==> config.mk <==
export PLATFORM = sky130hd
export DESIGN_NAME = led_sink_driver
export DESIGN_NICKNAME = d
export VERILOG_FILES = /design/src/core/led_sink_driver.v
export VERILOG_INCLUDE_DIRS = /design/src /design/src/core
export SDC_FILE = /design/constraint.sdc
export NUM_CORES = 1
export LEC_CHECK = 0
export BUFFER_PORTS_ARGS = -buffer_cell sky130_fd_sc_hd__buf_4
export CORE_UTILIZATION = 51
export DETAILED_ROUTE_END_ITERATION = 8
export PLACE_DENSITY = 0.72
export SYNTH_ARGS = -nofsm -noshare
export SYNTH_HDL_FRONTEND = slang
export SYNTH_SLANG_ARGS = --single-unit
==> constraint.sdc <==
create_clock -name sys_clk -period 1.7 [get_ports sys_clk]
set_input_delay 0.17 -clock sys_clk [delete_from_list [all_inputs] [get_ports sys_clk]]
set_output_delay 0.17 -clock sys_clk [all_outputs]
set_load 0.05 [all_outputs]
==> src/core/led_sink_map.vh <==
// Constants for the eight-channel LED sink driver control logic.
// Assumes a single 250 MHz system clock and synchronous pin inputs.
`ifndef LED_SINK_MAP_VH
`define LED_SINK_MAP_VH

// Channel count and shift path width.
`define LSD_CHANNELS     8
`define LSD_MSB          7
// FIFO geometry: token is {load_flag, data_bit}.
`define LSD_TOKEN_W      2
`define LSD_FIFO_DEPTH   8
`define LSD_FIFO_AW      3
`define LSD_TOK_LOAD     1
`define LSD_TOK_BIT      0
// Mode sequence: five edges of {output_blank_n, latch_strobe}, oldest first.
`define LSD_HIST_W       10
`define LSD_SEQ_ENTER    10'h2BE
`define LSD_SEQ_EXIT     10'h2BC
// Modes.
`define LSD_MODE_NORMAL  1'b0
`define LSD_MODE_DETECT  1'b1
// Sense settle time before an open-circuit reading is trusted:
// 500 cycles of the 4 ns clock, 2000 ns in all, at the counter's width.
`define LSD_SETTLE_CYC   10'h1F4
`define LSD_CNT_W        10
// Reset values.
`define LSD_ZERO8        8'h00

`endif

==> src/core/led_sink_driver.v <==
// Control logic of an eight-channel constant-current LED sink driver with
// open-circuit error detection, plus its token FIFO.
// Assumes all pins are synchronous to sys_clk; serial_clk is sampled as data.
`timescale 1ns/100ps
`include "led_sink_map.vh"

// ----------------------------------------------------------------------
// Token FIFO
// ----------------------------------------------------------------------
module token_fifo #(
	parameter WIDTH = 2,
	parameter DEPTH = 8,
	parameter AW    = 3
) (
	input  wire             sys_clk,
	input  wire             resetn,
	input  wire             in_valid,
	output wire             in_ready,
	input  wire [WIDTH-1:0] in_data,
	output wire             out_valid,
	input  wire             out_ready,
	output wire [WIDTH-1:0] out_data
);
	reg [WIDTH-1:0] mem [0:DEPTH-1];
	reg [AW-1:0]    wptr_reg;
	reg [AW-1:0]    rptr_reg;
	reg [AW:0]      count_reg;
	reg             full_reg;
	reg             empty_reg;
	reg             ready_reg;
	wire            push;
	wire            pop;
	reg [AW:0]      count_next;

	// Push and pop only on honest handshakes; a push into a full FIFO is lost.
	// The ready flag is a flop of its own, so the top sees it straight from a register.
	assign push      = in_valid & ~full_reg;
	assign pop       = out_ready & ~empty_reg;
	assign in_ready  = ready_reg;
	assign out_valid = ~empty_reg;
	assign out_data  = mem[rptr_reg];

	// Occupancy after this cycle's transfers.
	always @* begin
		count_next = count_reg;
		if (push & ~pop)
			count_next = count_reg + 1'b1;
		else if (pop & ~push)
			count_next = count_reg - 1'b1;
	end

	// Storage is not reset; only pointers, count and flags are.
	always @(posedge sys_clk) begin
		if (push)
			mem[wptr_reg] <= in_data;
	end

	// Pointers, count and registered full, empty and ready flags.
	// The flags look at the next count, so they agree with the count itself
	// in every cycle and a simultaneous push and pop leaves them unchanged.
	always @(posedge sys_clk or negedge resetn) begin
		if (!resetn) begin
			wptr_reg  <= {AW{1'b0}};
			rptr_reg  <= {AW{1'b0}};
			count_reg <= {(AW+1){1'b0}};
			full_reg  <= 1'b0;
			empty_reg <= 1'b1;
			ready_reg <= 1'b1;
		end else begin
			if (push)
				wptr_reg <= wptr_reg + 1'b1;
			if (pop)
				rptr_reg <= rptr_reg + 1'b1;
			count_reg <= count_next;
			full_reg  <= (count_next == DEPTH[AW:0]);
			empty_reg <= (count_next == {(AW+1){1'b0}});
			ready_reg <= (count_next != DEPTH[AW:0]);
		end
	end
endmodule

// ----------------------------------------------------------------------
// Sink driver top
// ----------------------------------------------------------------------
module led_sink_driver (
	input  wire       sys_clk,
	input  wire       resetn,
	input  wire       serial_clk,
	input  wire       serial_in,
	input  wire       latch_strobe,
	input  wire       output_blank_n,
	input  wire [7:0] open_sense,
	output wire       serial_out,
	output reg  [7:0] sink_channel,
	output wire       shift_ready,
	output reg        detect_mode
);
	// State: edge detector, shift path, latches, status and mode history.
	reg                   sclk_prev_reg;
	reg [`LSD_MSB:0]      shift_reg;
	reg [`LSD_MSB:0]      latch_reg;
	reg [`LSD_MSB:0]      error_reg;
	reg [`LSD_HIST_W-1:0] hist_reg;
	reg [`LSD_CNT_W-1:0]  settle_reg;

	// Combinational helpers and the token FIFO's read side.
	wire                  sclk_rise;
	wire                  sensing;
	wire [`LSD_HIST_W-1:0] hist_next;
	wire                  tok_valid;
	wire [`LSD_TOKEN_W-1:0] tok_data;
	wire                  drain_ready;
	wire                  load_req;

	// Serial clock edge detect; the pin is synchronous so one flop suffices.
	assign sclk_rise = serial_clk & ~sclk_prev_reg;
	assign hist_next = {hist_reg[`LSD_HIST_W-3:0], output_blank_n, latch_strobe};
	// Sinks lit in detection mode are under test, which freezes the shift path.
	assign sensing     = (detect_mode == `LSD_MODE_DETECT) & ~output_blank_n;
	assign drain_ready = ~sensing;
	// A serial edge while sensing asks for the status to be loaded.
	assign load_req    = sensing;
	assign serial_out  = shift_reg[`LSD_MSB];

	// Each serial edge becomes a token: a data bit or a status load request.
	// Tokens wait here while the lit sinks are under test, so that edges sent
	// during sensing are neither lost nor applied to a moving shift path.
	// Once eight tokens wait, shift_ready falls and further edges are dropped.
	token_fifo #(
		.WIDTH (`LSD_TOKEN_W),
		.DEPTH (`LSD_FIFO_DEPTH),
		.AW    (`LSD_FIFO_AW)
	) u_fifo (
		.sys_clk   (sys_clk),
		.resetn    (resetn),
		.in_valid  (sclk_rise),
		.in_ready  (shift_ready),
		.in_data   ({load_req, serial_in}),
		.out_valid (tok_valid),
		.out_ready (drain_ready),
		.out_data  (tok_data)
	);

	// Edge history and mode sequence recognition.
	// Each serial edge appends the blank and strobe levels it sampled; the
	// oldest of the last five edges sits in the top bits. Entering needs the
	// blank high on all five edges with the strobe high on the third and fourth;
	// leaving has the same start but ends with both levels low.
	// The mode changes at the fifth sampling edge itself.
	always @(posedge sys_clk or negedge resetn) begin
		if (!resetn) begin
			sclk_prev_reg <= 1'b0;
			hist_reg      <= {`LSD_HIST_W{1'b0}};
			detect_mode   <= `LSD_MODE_NORMAL;
		end else begin
			sclk_prev_reg <= serial_clk;
			if (sclk_rise) begin
				hist_reg <= hist_next;
				if (hist_next == `LSD_SEQ_ENTER)
					detect_mode <= `LSD_MODE_DETECT;
				else if (hist_next == `LSD_SEQ_EXIT)
					detect_mode <= `LSD_MODE_NORMAL;
			end
		end
	end

	// Open-circuit sensing once the lit sinks have settled.
	// The counter restarts whenever sensing stops, so a short unblanked spell
	// never yields a reading; after settling the status tracks every cycle.
	always @(posedge sys_clk or negedge resetn) begin
		if (!resetn) begin
			settle_reg <= {`LSD_CNT_W{1'b0}};
			error_reg  <= `LSD_ZERO8;
		end else if (!sensing) begin
			settle_reg <= {`LSD_CNT_W{1'b0}};
		end else if (settle_reg != `LSD_SETTLE_CYC) begin
			settle_reg <= settle_reg + 1'b1;
		end else begin
			error_reg <= latch_reg & open_sense;
		end
	end

	// Shift path: data bits shift in, load tokens copy the error status.
	// Only one token is taken per cycle, so each serial edge the FIFO accepts moves the path once
	// and the newest bit always enters at stage zero.
	always @(posedge sys_clk or negedge resetn) begin
		if (!resetn) begin
			shift_reg <= `LSD_ZERO8;
		end else if (tok_valid & drain_ready) begin
			if (tok_data[`LSD_TOK_LOAD])
				shift_reg <= error_reg;
			else
				shift_reg <= {shift_reg[`LSD_MSB-1:0], tok_data[`LSD_TOK_BIT]};
		end
	end

	// Output latches and blanking.
	// The strobe loads the latches and the blank clears the sinks at the edge that samples them; the
	// sinks are a register so that no input glitch reaches an output.
	always @(posedge sys_clk or negedge resetn) begin
		if (!resetn) begin
			latch_reg    <= `LSD_ZERO8;
			sink_channel <= `LSD_ZERO8;
		end else begin
			if (latch_strobe)
				latch_reg <= shift_reg;
			if (output_blank_n)
				sink_channel <= `LSD_ZERO8;
			else
				sink_channel <= latch_reg;
		end
	end
endmodule

# Word level (Yosys, flattened, before mapping)
# Memory sizes are Yosys's and may differ from the RTL's.
# Cells that the tools add are included.
dict set report totals {
  regBits 65
  romBits 0
  latch_bits 0
  n_memories 1
  elab_cells 55
  ramBits 16
}
# memory words width read_ports rd_ports_with_merged_regs write_ports line
set memory_table {}
lappend memory_table {u_fifo.mem 8 2 1 0 1 led_sink_driver.v:24} ;# reg [WIDTH-1:0] mem [0:DEPTH-1];
dict set report classes {
  div_mod_pow 0
  shift 0
  bitwise 15
  n_mul 0
  magnitude_cmp 0
  n_eq_ne 6
  reduce_logical 4
  add_sub_neg 5
  n_mux 10
}
# operator n
set ops {}
lappend ops {{== test 10 bit (second input constant)} 2}
lappend ops {{two-way mux 10 bit} 2}
lappend ops {{two-way mux 8 bit} 2}
lappend ops {{adder 10 x 1 -> 10 bit (second input constant)} 1}
lappend ops {{!= test 10 x 9 -> 1 bit (second input constant)} 1}
lappend ops {{bitwise AND 8 bit} 1}
lappend ops {{two-way mux 4 bit} 2}
lappend ops {{NOT 1 bit} 8}
lappend ops {{adder 3 x 1 -> 3 bit (second input constant)} 2}
lappend ops {{bitwise AND 1 bit} 6}
lappend ops {{adder 4 x 1 -> 4 bit (second input constant)} 1}
lappend ops {{== test 4 bit (second input constant)} 1}
lappend ops {{zero test 4 bit} 1}
lappend ops {{two-way mux 1 bit} 4}
lappend ops {{!= test 4 bit (second input constant)} 1}
lappend ops {{AND reduction 2 bit} 2}
lappend ops {{subtractor 4 x 1 -> 4 bit (second input constant)} 1}
lappend ops {{!= test 2 x 1 -> 1 bit (second input constant)} 1}
lappend ops {{nonzero test 2 bit} 1}

# Logic depth before layout (Yosys ltp)
# Gate-level depths: netlist (run 1).
dict set report depth {
  word_depth 8
  ltp_mapped 8
  ltp_nobuf 7
}

# By module
# Synthesis (run 1) repeated with hierarchy kept, for this count alone.
dict set report unflattened {
  hier_cells 280
  hier_area_um2 3582.2
}
# module cells_each area_per_inst_um2 seq_area_each_um2 n_inst
set modules_own_cells {}
lappend modules_own_cells {led_sink_driver 185 2229.6 1301.2 1}
lappend modules_own_cells {token_fifo 95 1352.5 808.3 1}

# Least setup slack after synthesis (run 1)
# No wires, ideal clock.
dict set report synth_path {
  path_kind {register to register}
  from {register detect_mode}
  to {register u_fifo.ready_reg, in the netlist u_fifo.in_ready}
  arrival_ns 1.853
  n_path_buf 0
  setup_slack_ns -0.215
  t_required_ns 1.638
  stages_incl_launch_ff 7
  synth_period_minus_slack_ns 1.915
  path_cell_list {dfrtp_1 -> nand2b_1 -> inv_1 -> nor3_1 -> and3_1 -> o32ai_1 -> nand2b_1}
}
dict set report synth_between {
  elab_chain_cells 7
  word_cells_on_any_way 9
}
# item line
set synth_lines {}
lappend synth_lines {{start: declaration} led_sink_driver.v:96} ;# output reg detect_mode
lappend synth_lines {{start signal: assignment} led_sink_driver.v:154} ;# detect_mode <= `LSD_MODE_NORMAL;
lappend synth_lines {{start signal: assignment} led_sink_driver.v:160} ;# detect_mode <= `LSD_MODE_DETECT;
lappend synth_lines {{start signal: assignment} led_sink_driver.v:162} ;# detect_mode <= `LSD_MODE_NORMAL;
lappend synth_lines {{bitwise AND 1 bit (*)} led_sink_driver.v:119} ;# assign sensing = (detect_mode == `LSD_MODE_DETECT) & ~output_blank_n;
lappend synth_lines {{named net load_req} led_sink_driver.v:113} ;# wire load_req;
lappend synth_lines {{NOT 1 bit (*)} led_sink_driver.v:120} ;# assign drain_ready = ~sensing;
lappend synth_lines {{bitwise AND 1 bit (*)} led_sink_driver.v:38} ;# assign pop = out_ready & ~empty_reg;
lappend synth_lines {{bitwise AND 1 bit / NOT 1 bit (equally long branches)} {led_sink_driver.v:48, led_sink_driver.v:46}}
lappend synth_lines {{two-way mux 4 bit / bitwise AND 1 bit (equally long branches)} {led_sink_driver.v:48, led_sink_driver.v:46}}
lappend synth_lines {{two-way mux 4 bit (*)} led_sink_driver.v:46} ;# if (push & ~pop)
lappend synth_lines {{!= test 4 bit (*)} led_sink_driver.v:77} ;# ready_reg <= (count_next != DEPTH[AW:0]);
lappend synth_lines {{end signal: assignment} led_sink_driver.v:77}
lappend synth_lines {{end: declaration} led_sink_driver.v:30} ;# reg ready_reg;
# The timed path passes the listed nets; every way through them passes the cells marked *.
# A chain may end at the register's enable or synchronous reset.

# Final worst setup path (run 1)
dict set report layout_path {
  from {register u_fifo.rptr_reg[0]}
  to {register shift_reg[3]}
}
dict set report layout_between {
  elab_chain_cells 2
}
# item line
set layout_lines {}
lappend layout_lines {{start: declaration} led_sink_driver.v:26} ;# reg [AW-1:0] rptr_reg;
lappend layout_lines {{start signal: assignment} led_sink_driver.v:64} ;# rptr_reg <= {AW{1'b0}};
lappend layout_lines {{start signal: assignment} led_sink_driver.v:73} ;# rptr_reg <= rptr_reg + 1'b1;
lappend layout_lines {{memory (8 x 2 bit)} --}
lappend layout_lines {{two-way mux 8 bit} led_sink_driver.v:190} ;# if (tok_data[`LSD_TOK_LOAD])
lappend layout_lines {{end signal: assignment} led_sink_driver.v:188} ;# shift_reg <= `LSD_ZERO8;
lappend layout_lines {{end signal: assignment} led_sink_driver.v:191} ;# shift_reg <= error_reg;
lappend layout_lines {{end signal: assignment} led_sink_driver.v:193} ;# shift_reg <= {shift_reg[`LSD_MSB-1:0], tok_data[`LSD_TOK_BIT]};
lappend layout_lines {{end: declaration} led_sink_driver.v:100} ;# reg [`LSD_MSB:0] shift_reg;
# Every way passes these cells.

==> load_flow_metrics.sql, run 1 <==
INSERT INTO impl_metrics (metric_group, metric, value, unit) VALUES
('die', 'die_w', '84.18', 'µm'),
('worst_setup_path', 'worst-endpoint-arrival', '1.90', 'ns'),
('timing', 'timing.fmax', '599.9', 'MHz'),
('timing', 'worst_slew_pin_slew', '0.4435', 'ns'),
('worst_setup_path', 'cp.required', '1.94', 'ns'),
('worst_setup_path', 'timing.critical_path.cells', 'mux4_2, mux2i_4, buf_12, nor2_1, a21oi_1, a21oi_1', ''),
('power_and_ir_drop', 'pwr-share-clk', '23.4', '%'),
('finish', 'largest_register_ffs', '16', ''),
('min_path', 'worstHoldStart', 'open_sense[2]', ''),
('finish', 'layout-area-overhead-vs-synth', '19.65', '%'),
('synthesis', 'syn_inst', '279', ''),
('clock_tree', 'latest_clock_arrival_within_the_worst_skew_pair', '0.36', 'ns'),
('placement', 'io_buffers', '24', ''),
('min_path', 'hp-class', 'in -> reg', ''),
('global_route', 'largest_net_degree_at_the_start_of_global_routing', '33', ''),
('clock_tree', 'numCtsBuffers', '9', ''),
('synthesis', 'yosys.area.top_type', 'sky130_fd_sc_hd__dfrtp_1', ''),
('drt', 'wl_per_cell', '14.72', 'µm'),
('power_and_ir_drop', 'irDropWorstVdd', '0.0009049', 'V'),
('outcome', 'violations', 'DRC', ''),
('worst_setup_path', 'critical_path_class', 'reg -> reg', ''),
('power_and_ir_drop', 'pwr-share-comb', '31.8', '%'),
('timing', 'rsz0062_at_grt', 'yes', ''),
('run', 'max_cap_viol_count', '0', ''),
('power_and_ir_drop', 'power_leakage', '1.725', 'nW'),
('die', 'fp.coreArea', '6422', 'µm²'),
('clock_tree', 'cts_max_level', '3', ''),
('worst_setup_path', 'critPathMaxFanout', '16', ''),
('worst_setup_path', 'reg2reg_from', 'u_fifo.rptr_reg[0]', ''),
('synthesis', 'synth.most_common_cell', 'sky130_fd_sc_hd__dfrtp_1', ''),
('synthesis', 'post_synth_main_area_contributors', 'sky130_fd_sc_hd__dfrtp_1 46%, sky130_fd_sc_hd__edfxtp_1 14%, sky130_fd_sc_hd__mux2_2 5.6%', ''),
('worst_setup_path', 'setup.reg_to_reg.worst_slack', '0.03', 'ns'),
('drt', 'post_drt_via_cell_ratio', '5.426', ''),
('synthesis', 'mappedNetlistArea', '3445', 'µm²'),
('finish', 'utilization', '64.17', '%'),
('drt', 'drt_drc_violations_left', '6', ''),
('synthesis', 'synth-edff-count', '16', ''),
('placement', 'gp_congestion', '0.7593', ''),
('finish', 'final.fill_count', '474', ''),
('global_route', 'grt_antenna_before_repair', '0', ''),
('global_route', 'grt_pass1_wl', '10.17', 'mm'),
('global_route', 'groute.usage.overall', '18.90', '%'),
('synthesis', 'ys_seq_area_share', '61.24', '%'),
('placement', 'dp.cells', '388', ''),
('timing', 'finalClockSkew', '0.01267', 'ns'),
('timing', 'setup_tns', '0', 'ns'),
('synthesis', 'mean_syn_cell_area', '12.35', 'µm²'),
('die', 'top_level_ports', '25', ''),
('die', 'fp.dieArea', '7086', 'µm²'),
('drt', 'first_iter_violations', '75', ''),
('worst_setup_path', 'endpoint_kind', 'register', ''),
('die', 'floorplan.initialDensity', '53.63', '%'),
('drt', 'wl', '5.976', 'mm'),
('clock_tree', 'clock-sinks', '81', ''),
('timing', 'maxSlewHeadroom', '70.21', '%'),
('synthesis', 'synth.top_cells.by_count', '63 x sky130_fd_sc_hd__dfrtp_1, 30 x sky130_fd_sc_hd__nor2_1, 17 x sky130_fd_sc_hd__a21oi_1, 17 x sky130_fd_sc_hd__mux2_2, 16 x sky130_fd_sc_hd__edfxtp_1', ''),
('placement', 'dp.final_hpwl', '4.172', 'mm'),
('finish', 'fraction_of_final_layout_cells_with_drive_strength_greater_than_1', '29.48', '%'),
('global_route', 'first_global_vias', '2275', ''),
('power_and_ir_drop', 'switchingPower', '0.002119', 'W'),
('synthesis', 'number_of_nets_produced_by_synthesis', '299', ''),
('timing', 'post-route-period-util', '98.05', '%'),
('clock_tree', 'cts_tree', 'done', ''),
('power_and_ir_drop', 'power_frac_seq', '44.8', '%'),
('clock_tree', 'clock_tree.buffer_depth', '2', ''),
('drt', 'ant_nets', '0', ''),
('timing', 'period_needed', '1.667', 'ns'),
('power_and_ir_drop', 'p_sw_share', '33.09', '%'),
('clock_tree', 'clockRootBuffer', 'sky130_fd_sc_hd__clkbuf_8', ''),
('outcome', 'run_status', 'finished with violations', ''),
('finish', 'final_net_count', '344', '');
power groups by stage:
stage / registers, W / logic (W) / clock network (W)
floorplan: 0.00305 / 0.00127 / 0
global placement: 0.00288 / 0.00193 / 0
CTS: 0.00287 / 0.00201 / 0.00153
finish: 0.00287 / 0.00204 / 0.00150
detailed placement: 0.00289 / 0.00199 / 0
global route: 0.00295 / 0.00223 / 0.00160
cells by family (layout without fill, tap and decap cells):
| family | Yosys count | after routing | share of synthesized area (%) |
|---|---|---|---|
| compound gates | 39 | 39 | 6.611 |
| xor+xnor | 12 | 12 | 3.269 |
| fa+ha+maj | 6 | 6 | 2.179 |
| buf+inv | 24 | 74 | 3.160 |
| flops | 81 | 81 | 61.24 |
| mux | 24 | 24 | 9.444 |
| simple gates | 93 | 93 | 14.09 |
area by class of cell:
cell class                 instances  area [µm²]  share of cell area (%)
multi-input combinational        174        1271                   30.84
clock inverter                     3       46.29                   1.123
inverter                          14       52.55                   1.275
sequential                        81        2112                   51.24
clock buffer                      13       170.2                   4.129
timing repair buffer              44       372.9                   9.047
tap                               77       96.34                   2.338
metrics by stage:
step | hold slack (ns) | instance area [µm²]
after floorplan | -0.1256 | 3453
after global placement | 0.1488 | 3839
after detailed placement | 0.1547 | 3839
after CTS | 0.03613 | 4083
after global routing | 0.05719 | 4121
final | 0.04956 | 4121
worst reg2reg max path: stages (launching register included):
cell                      delay, ns
sky130_fd_sc_hd__dfrtp_2       0.42
sky130_fd_sc_hd__mux4_2        0.55
sky130_fd_sc_hd__mux2i_4       0.19
sky130_fd_sc_hd__buf_12        0.16
sky130_fd_sc_hd__nor2_1        0.05
sky130_fd_sc_hd__a21oi_1       0.11
sky130_fd_sc_hd__a21oi_1       0.08
routing by layer:
layer | vias to the layer above | global-route usage (%) | wire, µm
met5 | - | 0 | 0
met4 | 0 | 10.66 | 125
met3 | 14 | 3.245 | 170
met2 | 36 | 31.52 | 2943
met1 | 1088 | 23.57 | 2736
li1 | 1065 | - | -
cells in the final DEF, fill, tap and decap left out, types with 2 or more instances in the layout:
master	netlist	layout
sky130_fd_sc_hd__nor4_2	0	3
sky130_fd_sc_hd__nor3_1	5	2
sky130_fd_sc_hd__nor3_2	0	3
sky130_fd_sc_hd__dfstp_2	2	2
sky130_fd_sc_hd__nor4bb_1	2	2
sky130_fd_sc_hd__nand2_1	10	10
sky130_fd_sc_hd__mux2_2	17	17
sky130_fd_sc_hd__buf_4	0	39
sky130_fd_sc_hd__o21ai_1	2	2
sky130_fd_sc_hd__a21oi_1	17	17
sky130_fd_sc_hd__or3_1	3	3
sky130_fd_sc_hd__nor2_1	30	30
sky130_fd_sc_hd__clkbuf_1	5	2
sky130_fd_sc_hd__ha_1	6	6
sky130_fd_sc_hd__dlygate4sd3_1	0	2
sky130_fd_sc_hd__clkbuf_8	0	10
sky130_fd_sc_hd__dfrtp_1	63	61
sky130_fd_sc_hd__nand2b_1	5	5
sky130_fd_sc_hd__xnor2_1	5	5
sky130_fd_sc_hd__nand3_1	9	9
sky130_fd_sc_hd__inv_1	14	13
sky130_fd_sc_hd__xor2_1	6	6
sky130_fd_sc_hd__o211ai_1	2	2
sky130_fd_sc_hd__and3_1	2	2
sky130_fd_sc_hd__o21ai_0	12	12
sky130_fd_sc_hd__dfrtp_2	0	2
sky130_fd_sc_hd__and2_1	2	2
sky130_fd_sc_hd__nand4_1	6	6
sky130_fd_sc_hd__mux4_2	4	4
sky130_fd_sc_hd__edfxtp_1	16	16
sky130_fd_sc_hd__nor2b_1	9	9
sky130_fd_sc_hd__buf_12	0	3
final timing paths:
check	cells past startpoint	endpoint
min	3	error_reg[2]
min reg2reg	1	u_fifo.count_reg[3]
max	6	shift_reg[3]
max reg2reg	6	shift_reg[3]
max in group asynchronous	3	latch_reg[7]
min in group asynchronous	2	sink_channel[5]
what timing repair did:
item	in CTS	in global routing
hold buffers	2	0
resized for setup	2	9
setup buffers	0	0
setup endpoints to repair	9	15
hold endpoints to repair	29	0
(Power assumes the default switching activity.)
==> run 2: changes to the inputs <==
--- a/config.mk
+++ b/config.mk
@@ -12,4 +12,5 @@
 export PLACE_DENSITY = 0.72
 export SYNTH_ARGS = -nofsm -noshare
 export SYNTH_HDL_FRONTEND = slang
+export SYNTH_HIERARCHICAL = 1
 export SYNTH_SLANG_ARGS = --single-unit
==> run 2 against run 1 <==
  * The flow now finishes without violations
  * Non-clock buffer count down 5
  * Register-to-register slack about the same
  * Synthesized cell count increased by 0.36%
  * Die area is 3.9% higher
  * Critical endpoint is now u_fifo/empty_reg
  * Largest cell class unchanged
  * Highest routed layer unchanged
==> load_flow_metrics.sql, run 2 <==
INSERT INTO impl_metrics (metric_group, metric, value, unit) VALUES
('outcome', 'run_status', 'finished clean', ''),
('drt', 'drt_drc_violations_left', '0', ''),
('synthesis', 'synth.most_common_cell', 'sky130_fd_sc_hd__dfrtp_1', ''),
('finish', 'largest_register_ffs', '16', ''),
('drt', 'wl', '5.991', 'mm'),
('die', 'fp.coreArea', '6794', 'µm²'),
('finish', 'stdcell_count', '422', ''),
('worst_setup_path', 'cpLargestDelayFamily', 'simple AND/OR/NAND/NOR gates', ''),
('min_path', 'holdPathEnd', 'error_reg[7]', ''),
('synthesis', 'mappedNetlistArea', '3582', 'µm²'),
('worst_setup_path', 'slowest_stage', 'sky130_fd_sc_hd__dfrtp_1', ''),
('drt', 'wl_per_cell', '14.20', 'µm'),
('timing', 'rsz0062_at_grt', 'yes', ''),
('placement', 'dp.cells', '401', ''),
('synthesis', 'ys_seq_elements', '81', ''),
('global_route', 'grt_pass1_wl', '9.811', 'mm'),
('worst_setup_path', 'endpoint_kind', 'register', ''),
('synthesis', 'synth.top_cells.by_count', '63 x sky130_fd_sc_hd__dfrtp_1, 26 x sky130_fd_sc_hd__nand2_1, 20 x sky130_fd_sc_hd__a21oi_1', ''),
('worst_setup_path', 'crit-reg2reg-capture', 'u_fifo/empty_reg', ''),
('synthesis', 'number_of_nets_produced_by_synthesis', '300', ''),
('timing', 'post-route-period-util', '97.47', '%'),
('global_route', 'grt_antenna_before_repair', '0', ''),
('timing', 'finalMaxSlewViolations', '0', ''),
('synthesis', 'post_synth_main_area_contributors', 'sky130_fd_sc_hd__dfrtp_1 44%, sky130_fd_sc_hd__edfxtp_1 13%, sky130_fd_sc_hd__mux2_2 6.0%', ''),
('min_path', 'hp-class', 'in -> reg', ''),
('clock_tree', 'cts_max_level', '3', ''),
('die', 'floorplan.initialDensity', '52.73', '%'),
('drt', 'first_iter_violations', '101', ''),
('drt', 'post_drt_via_cell_ratio', '5.154', ''),
('worst_setup_path', 'max_stage_delay', '0.36', 'ns'),
('finish', 'fraction_of_final_layout_cells_with_drive_strength_greater_than_1', '29.75', '%'),
('placement', 'io_buffers', '24', ''),
('die', 'die_w', '85.81', 'µm'),
('synthesis', 'mean_syn_cell_area', '12.79', 'µm²'),
('power_and_ir_drop', 'power_density', '1420', 'nW/µm²'),
('finish', 'layout.cell_area.non_filler', '4230', 'µm²'),
('global_route', 'global_route_overflow', '0', ''),
('min_path', 'worstHoldStart', 'open_sense[7]', ''),
('die', 'top_level_ports', '25', ''),
('synthesis', 'yosys.area.top_type', 'sky130_fd_sc_hd__dfrtp_1', ''),
('worst_setup_path', 'critPathMaxFanout', '5', ''),
('global_route', 'groute.usage.overall', '17.83', '%'),
('worst_setup_path', 'timing.critical_path.cells', 'nand2b_1, inv_1, or2b_4, nor2_4, a22o_4, xnor2_4, inv_1, nor3b_2', ''),
('clock_tree', 'worst_setup_hold_path_clk_slew', '0.09', 'ns'),
('worst_setup_path', 'setup.reg_to_reg.worst_slack', '0.04', 'ns'),
('clock_tree', 'clock-sinks', '81', ''),
('drt', 'ant_nets', '0', ''),
('finish', 'diode_count', '0', ''),
('clock_tree', 'clock_tree.buffer_depth', '2', ''),
('synthesis', 'synth-edff-count', '16', ''),
('placement', 'placed_area', '3941', 'µm²'),
('run', 'max_cap_viol_count', '0', ''),
('placement', 'dp.final_hpwl', '4.231', 'mm'),
('timing', 'hold_violations', '0', ''),
('power_and_ir_drop', 'irDropWorstVdd', '0.0009674', 'V'),
('timing', 'timing.final.setup_violations', '0', ''),
('timing', 'worst_slew_pin_slew', '0.4041', 'ns'),
('finish', 'multiInputGateArea', '1405', 'µm²'),
('worst_setup_path', 'path_buf_inv', '2', ''),
('worst_setup_path', 'cp.required', '1.97', 'ns'),
('timing', 'maxSlewHeadroom', '73.03', '%'),
('finish', 'final_net_count', '341', ''),
('clock_tree', 'latest_clock_arrival_within_the_worst_skew_pair', '0.35', 'ns'),
('placement', 'gp_congestion', '0.7720', ''),
('synthesis', 'ys_seq_area_share', '58.89', '%'),
('die', 'fp-row-count', '30', ''),
('worst_setup_path', 'worstSetupStartpointType', 'register', ''),
('clock_tree', 'numCtsBuffers', '9', ''),
('finish', 'layout-area-overhead-vs-synth', '18.09', '%'),
('power_and_ir_drop', 'power_leakage', '1.813', 'nW'),
('synthesis', 'synth-async-reset-ratio', '80.25', '%'),
('worst_setup_path', 'critical_path_class', 'reg -> reg', ''),
('timing', 'period_needed', '1.657', 'ns'),
('global_route', 'largest_net_degree_at_the_start_of_global_routing', '32', ''),
('worst_setup_path', 'worst-endpoint-arrival', '1.93', 'ns'),
('synthesis', 'synth.yosys.warnings', '6', ''),
('finish', 'layout.cells.most_common', 'sky130_fd_sc_hd__dfrtp_1', ''),
('synthesis', 'synthDominantCellAreaShare', '44.01', '%'),
('finish', 'final.fill_count', '514', ''),
('clock_tree', 'clockRootBuffer', 'sky130_fd_sc_hd__clkbuf_8', ''),
('clock_tree', 'cts_tree', 'done', ''),
('timing', 'finalClockSkew', '0.01330', 'ns'),
('timing', 'timing.fmax', '603.5', 'MHz'),
('global_route', 'first_global_vias', '2060', ''),
('finish', 'sequential_cell_area', '2112', 'µm²'),
('finish', 'final_cell_mix', '61 x sky130_fd_sc_hd__dfrtp_1, 36 x sky130_fd_sc_hd__buf_4, 26 x sky130_fd_sc_hd__nand2_1', ''),
('synthesis', 'synth_ff_type', 'sky130_fd_sc_hd__dfrtp_1', ''),
('synthesis', 'syn_inst', '280', ''),
('worst_setup_path', 'reg2reg_from', 'sclk_prev_reg', ''),
('drt', 'firstDrtPassIters', '4', ''),
('worst_setup_path', 'cell_seen_most_often_among_critical_path_stages', 'sky130_fd_sc_hd__inv_1', ''),
('worst_setup_path', 'reg2regPathDepth', '8', ''),
('die', 'die_y', '85.81', 'µm'),
('min_path', 'worstHoldPathCells', '3', ''),
('drt', 'via_count', '2175', ''),
('synthesis', 'ys_types', '48', ''),
('die', 'fp.dieArea', '7363', 'µm²');
-- run 2: per-stage QoR --
| stage | TNS (ns) | hold slack (ns) | power (W) | setup slack [ns] | util, % |
|---|---|---|---|---|---|
| 4_1_cts | 0 | 0.04773 | 0.005970 | 0.002094 | 61.55 |
| 5_1_grt | -0.1152 | 0.04430 | 0.006354 | -0.03776 | 62.27 |
| 6_report | 0 | 0.05807 | 0.006007 | 0.04307 | 62.27 |
| 2_1_floorplan | -0.4886 | -0.1256 | 0.004078 | -0.1386 | - |
| 3_5_place_dp | -0.2533 | 0.1344 | 0.004424 | -0.04553 | 58.01 |
| 3_3_place_gp | 0 | 0.1332 | 0.004364 | 0.009003 | 58.01 |
-- run 2: worst max path at each step --
stage                       end  slack [ns]          startpoint  cells after the start
2_1_floorplan  u_fifo/empty_reg       -0.14         detect_mode                      9
3_3_place_gp       shift_reg[0]       0.009  u_fifo/rptr_reg[0]                      4
3_5_place_dp       shift_reg[5]       -0.05  u_fifo/rptr_reg[0]                      4
4_1_cts        u_fifo/empty_reg       0.002       sclk_prev_reg                      8
5_1_grt         u_fifo/full_reg       -0.04       sclk_prev_reg                      8
6_report       u_fifo/empty_reg        0.04       sclk_prev_reg                      8
-- run 2: final cells by class --
type / count / area share [%]
multi-input cells: 173 / 33.22
clock inverters: 6 / 2.159
repair buffers: 39 / 7.335
well taps: 96 / 2.839
inverters: 17 / 1.508
clock buffers: 10 / 3.017
flip-flops and latches: 81 / 49.93
-- run 2: power by group --
group / internal (W) / leakage [nW] / switching, W
combinational: 0.000884 / 0.836 / 0.000905
sequential: 0.00236 / 0.870 / 0.000328
clock: 0.000833 / 0.107 / 0.000695
-- run 2: timing repair --
action,in CTS,in global routing
hold buffers,2,0
buffers inserted,0,3
resized for setup,1,4
endpoints found under the setup margin,8,11
hold endpoints to repair,27,0
cloned,0,0
pin swaps,0,1
-- run 2: kinds of logic after synthesis --
logic type / Yosys count / share of synthesized area (%)
xor gates and xnor gates: 7 / 2.131
AOI/OAI and AO/OA: 37 / 6.672
DFF: 81 / 58.89
buffers and inverters: 26 / 2.864
adders and majority gates: 6 / 2.096
and+or+nand+nor: 82 / 13.83
muxes: 41 / 13.52
-- run 2: metal layers --
| layer | wire length, µm | vias up | share of wire (%) | global-route usage (%) |
|---|---|---|---|---|
| met5 | 0 | - | 0 | 0 |
| met4 | 74 | 0 | 1.2 | 5.455 |
| met3 | 194 | 7 | 3.2 | 6.352 |
| met2 | 3007 | 23 | 50 | 28.95 |
| met1 | 2715 | 1082 | 45 | 22.56 |
| li1 | - | 1063 | - | - |
-- run 2: tightest hold or removal path, cell delays in order --
cell and delay (ns):
sky130_fd_sc_hd__buf_4 0.11, sky130_fd_sc_hd__nand2_1 0.04, sky130_fd_sc_hd__mux2i_1 0.06
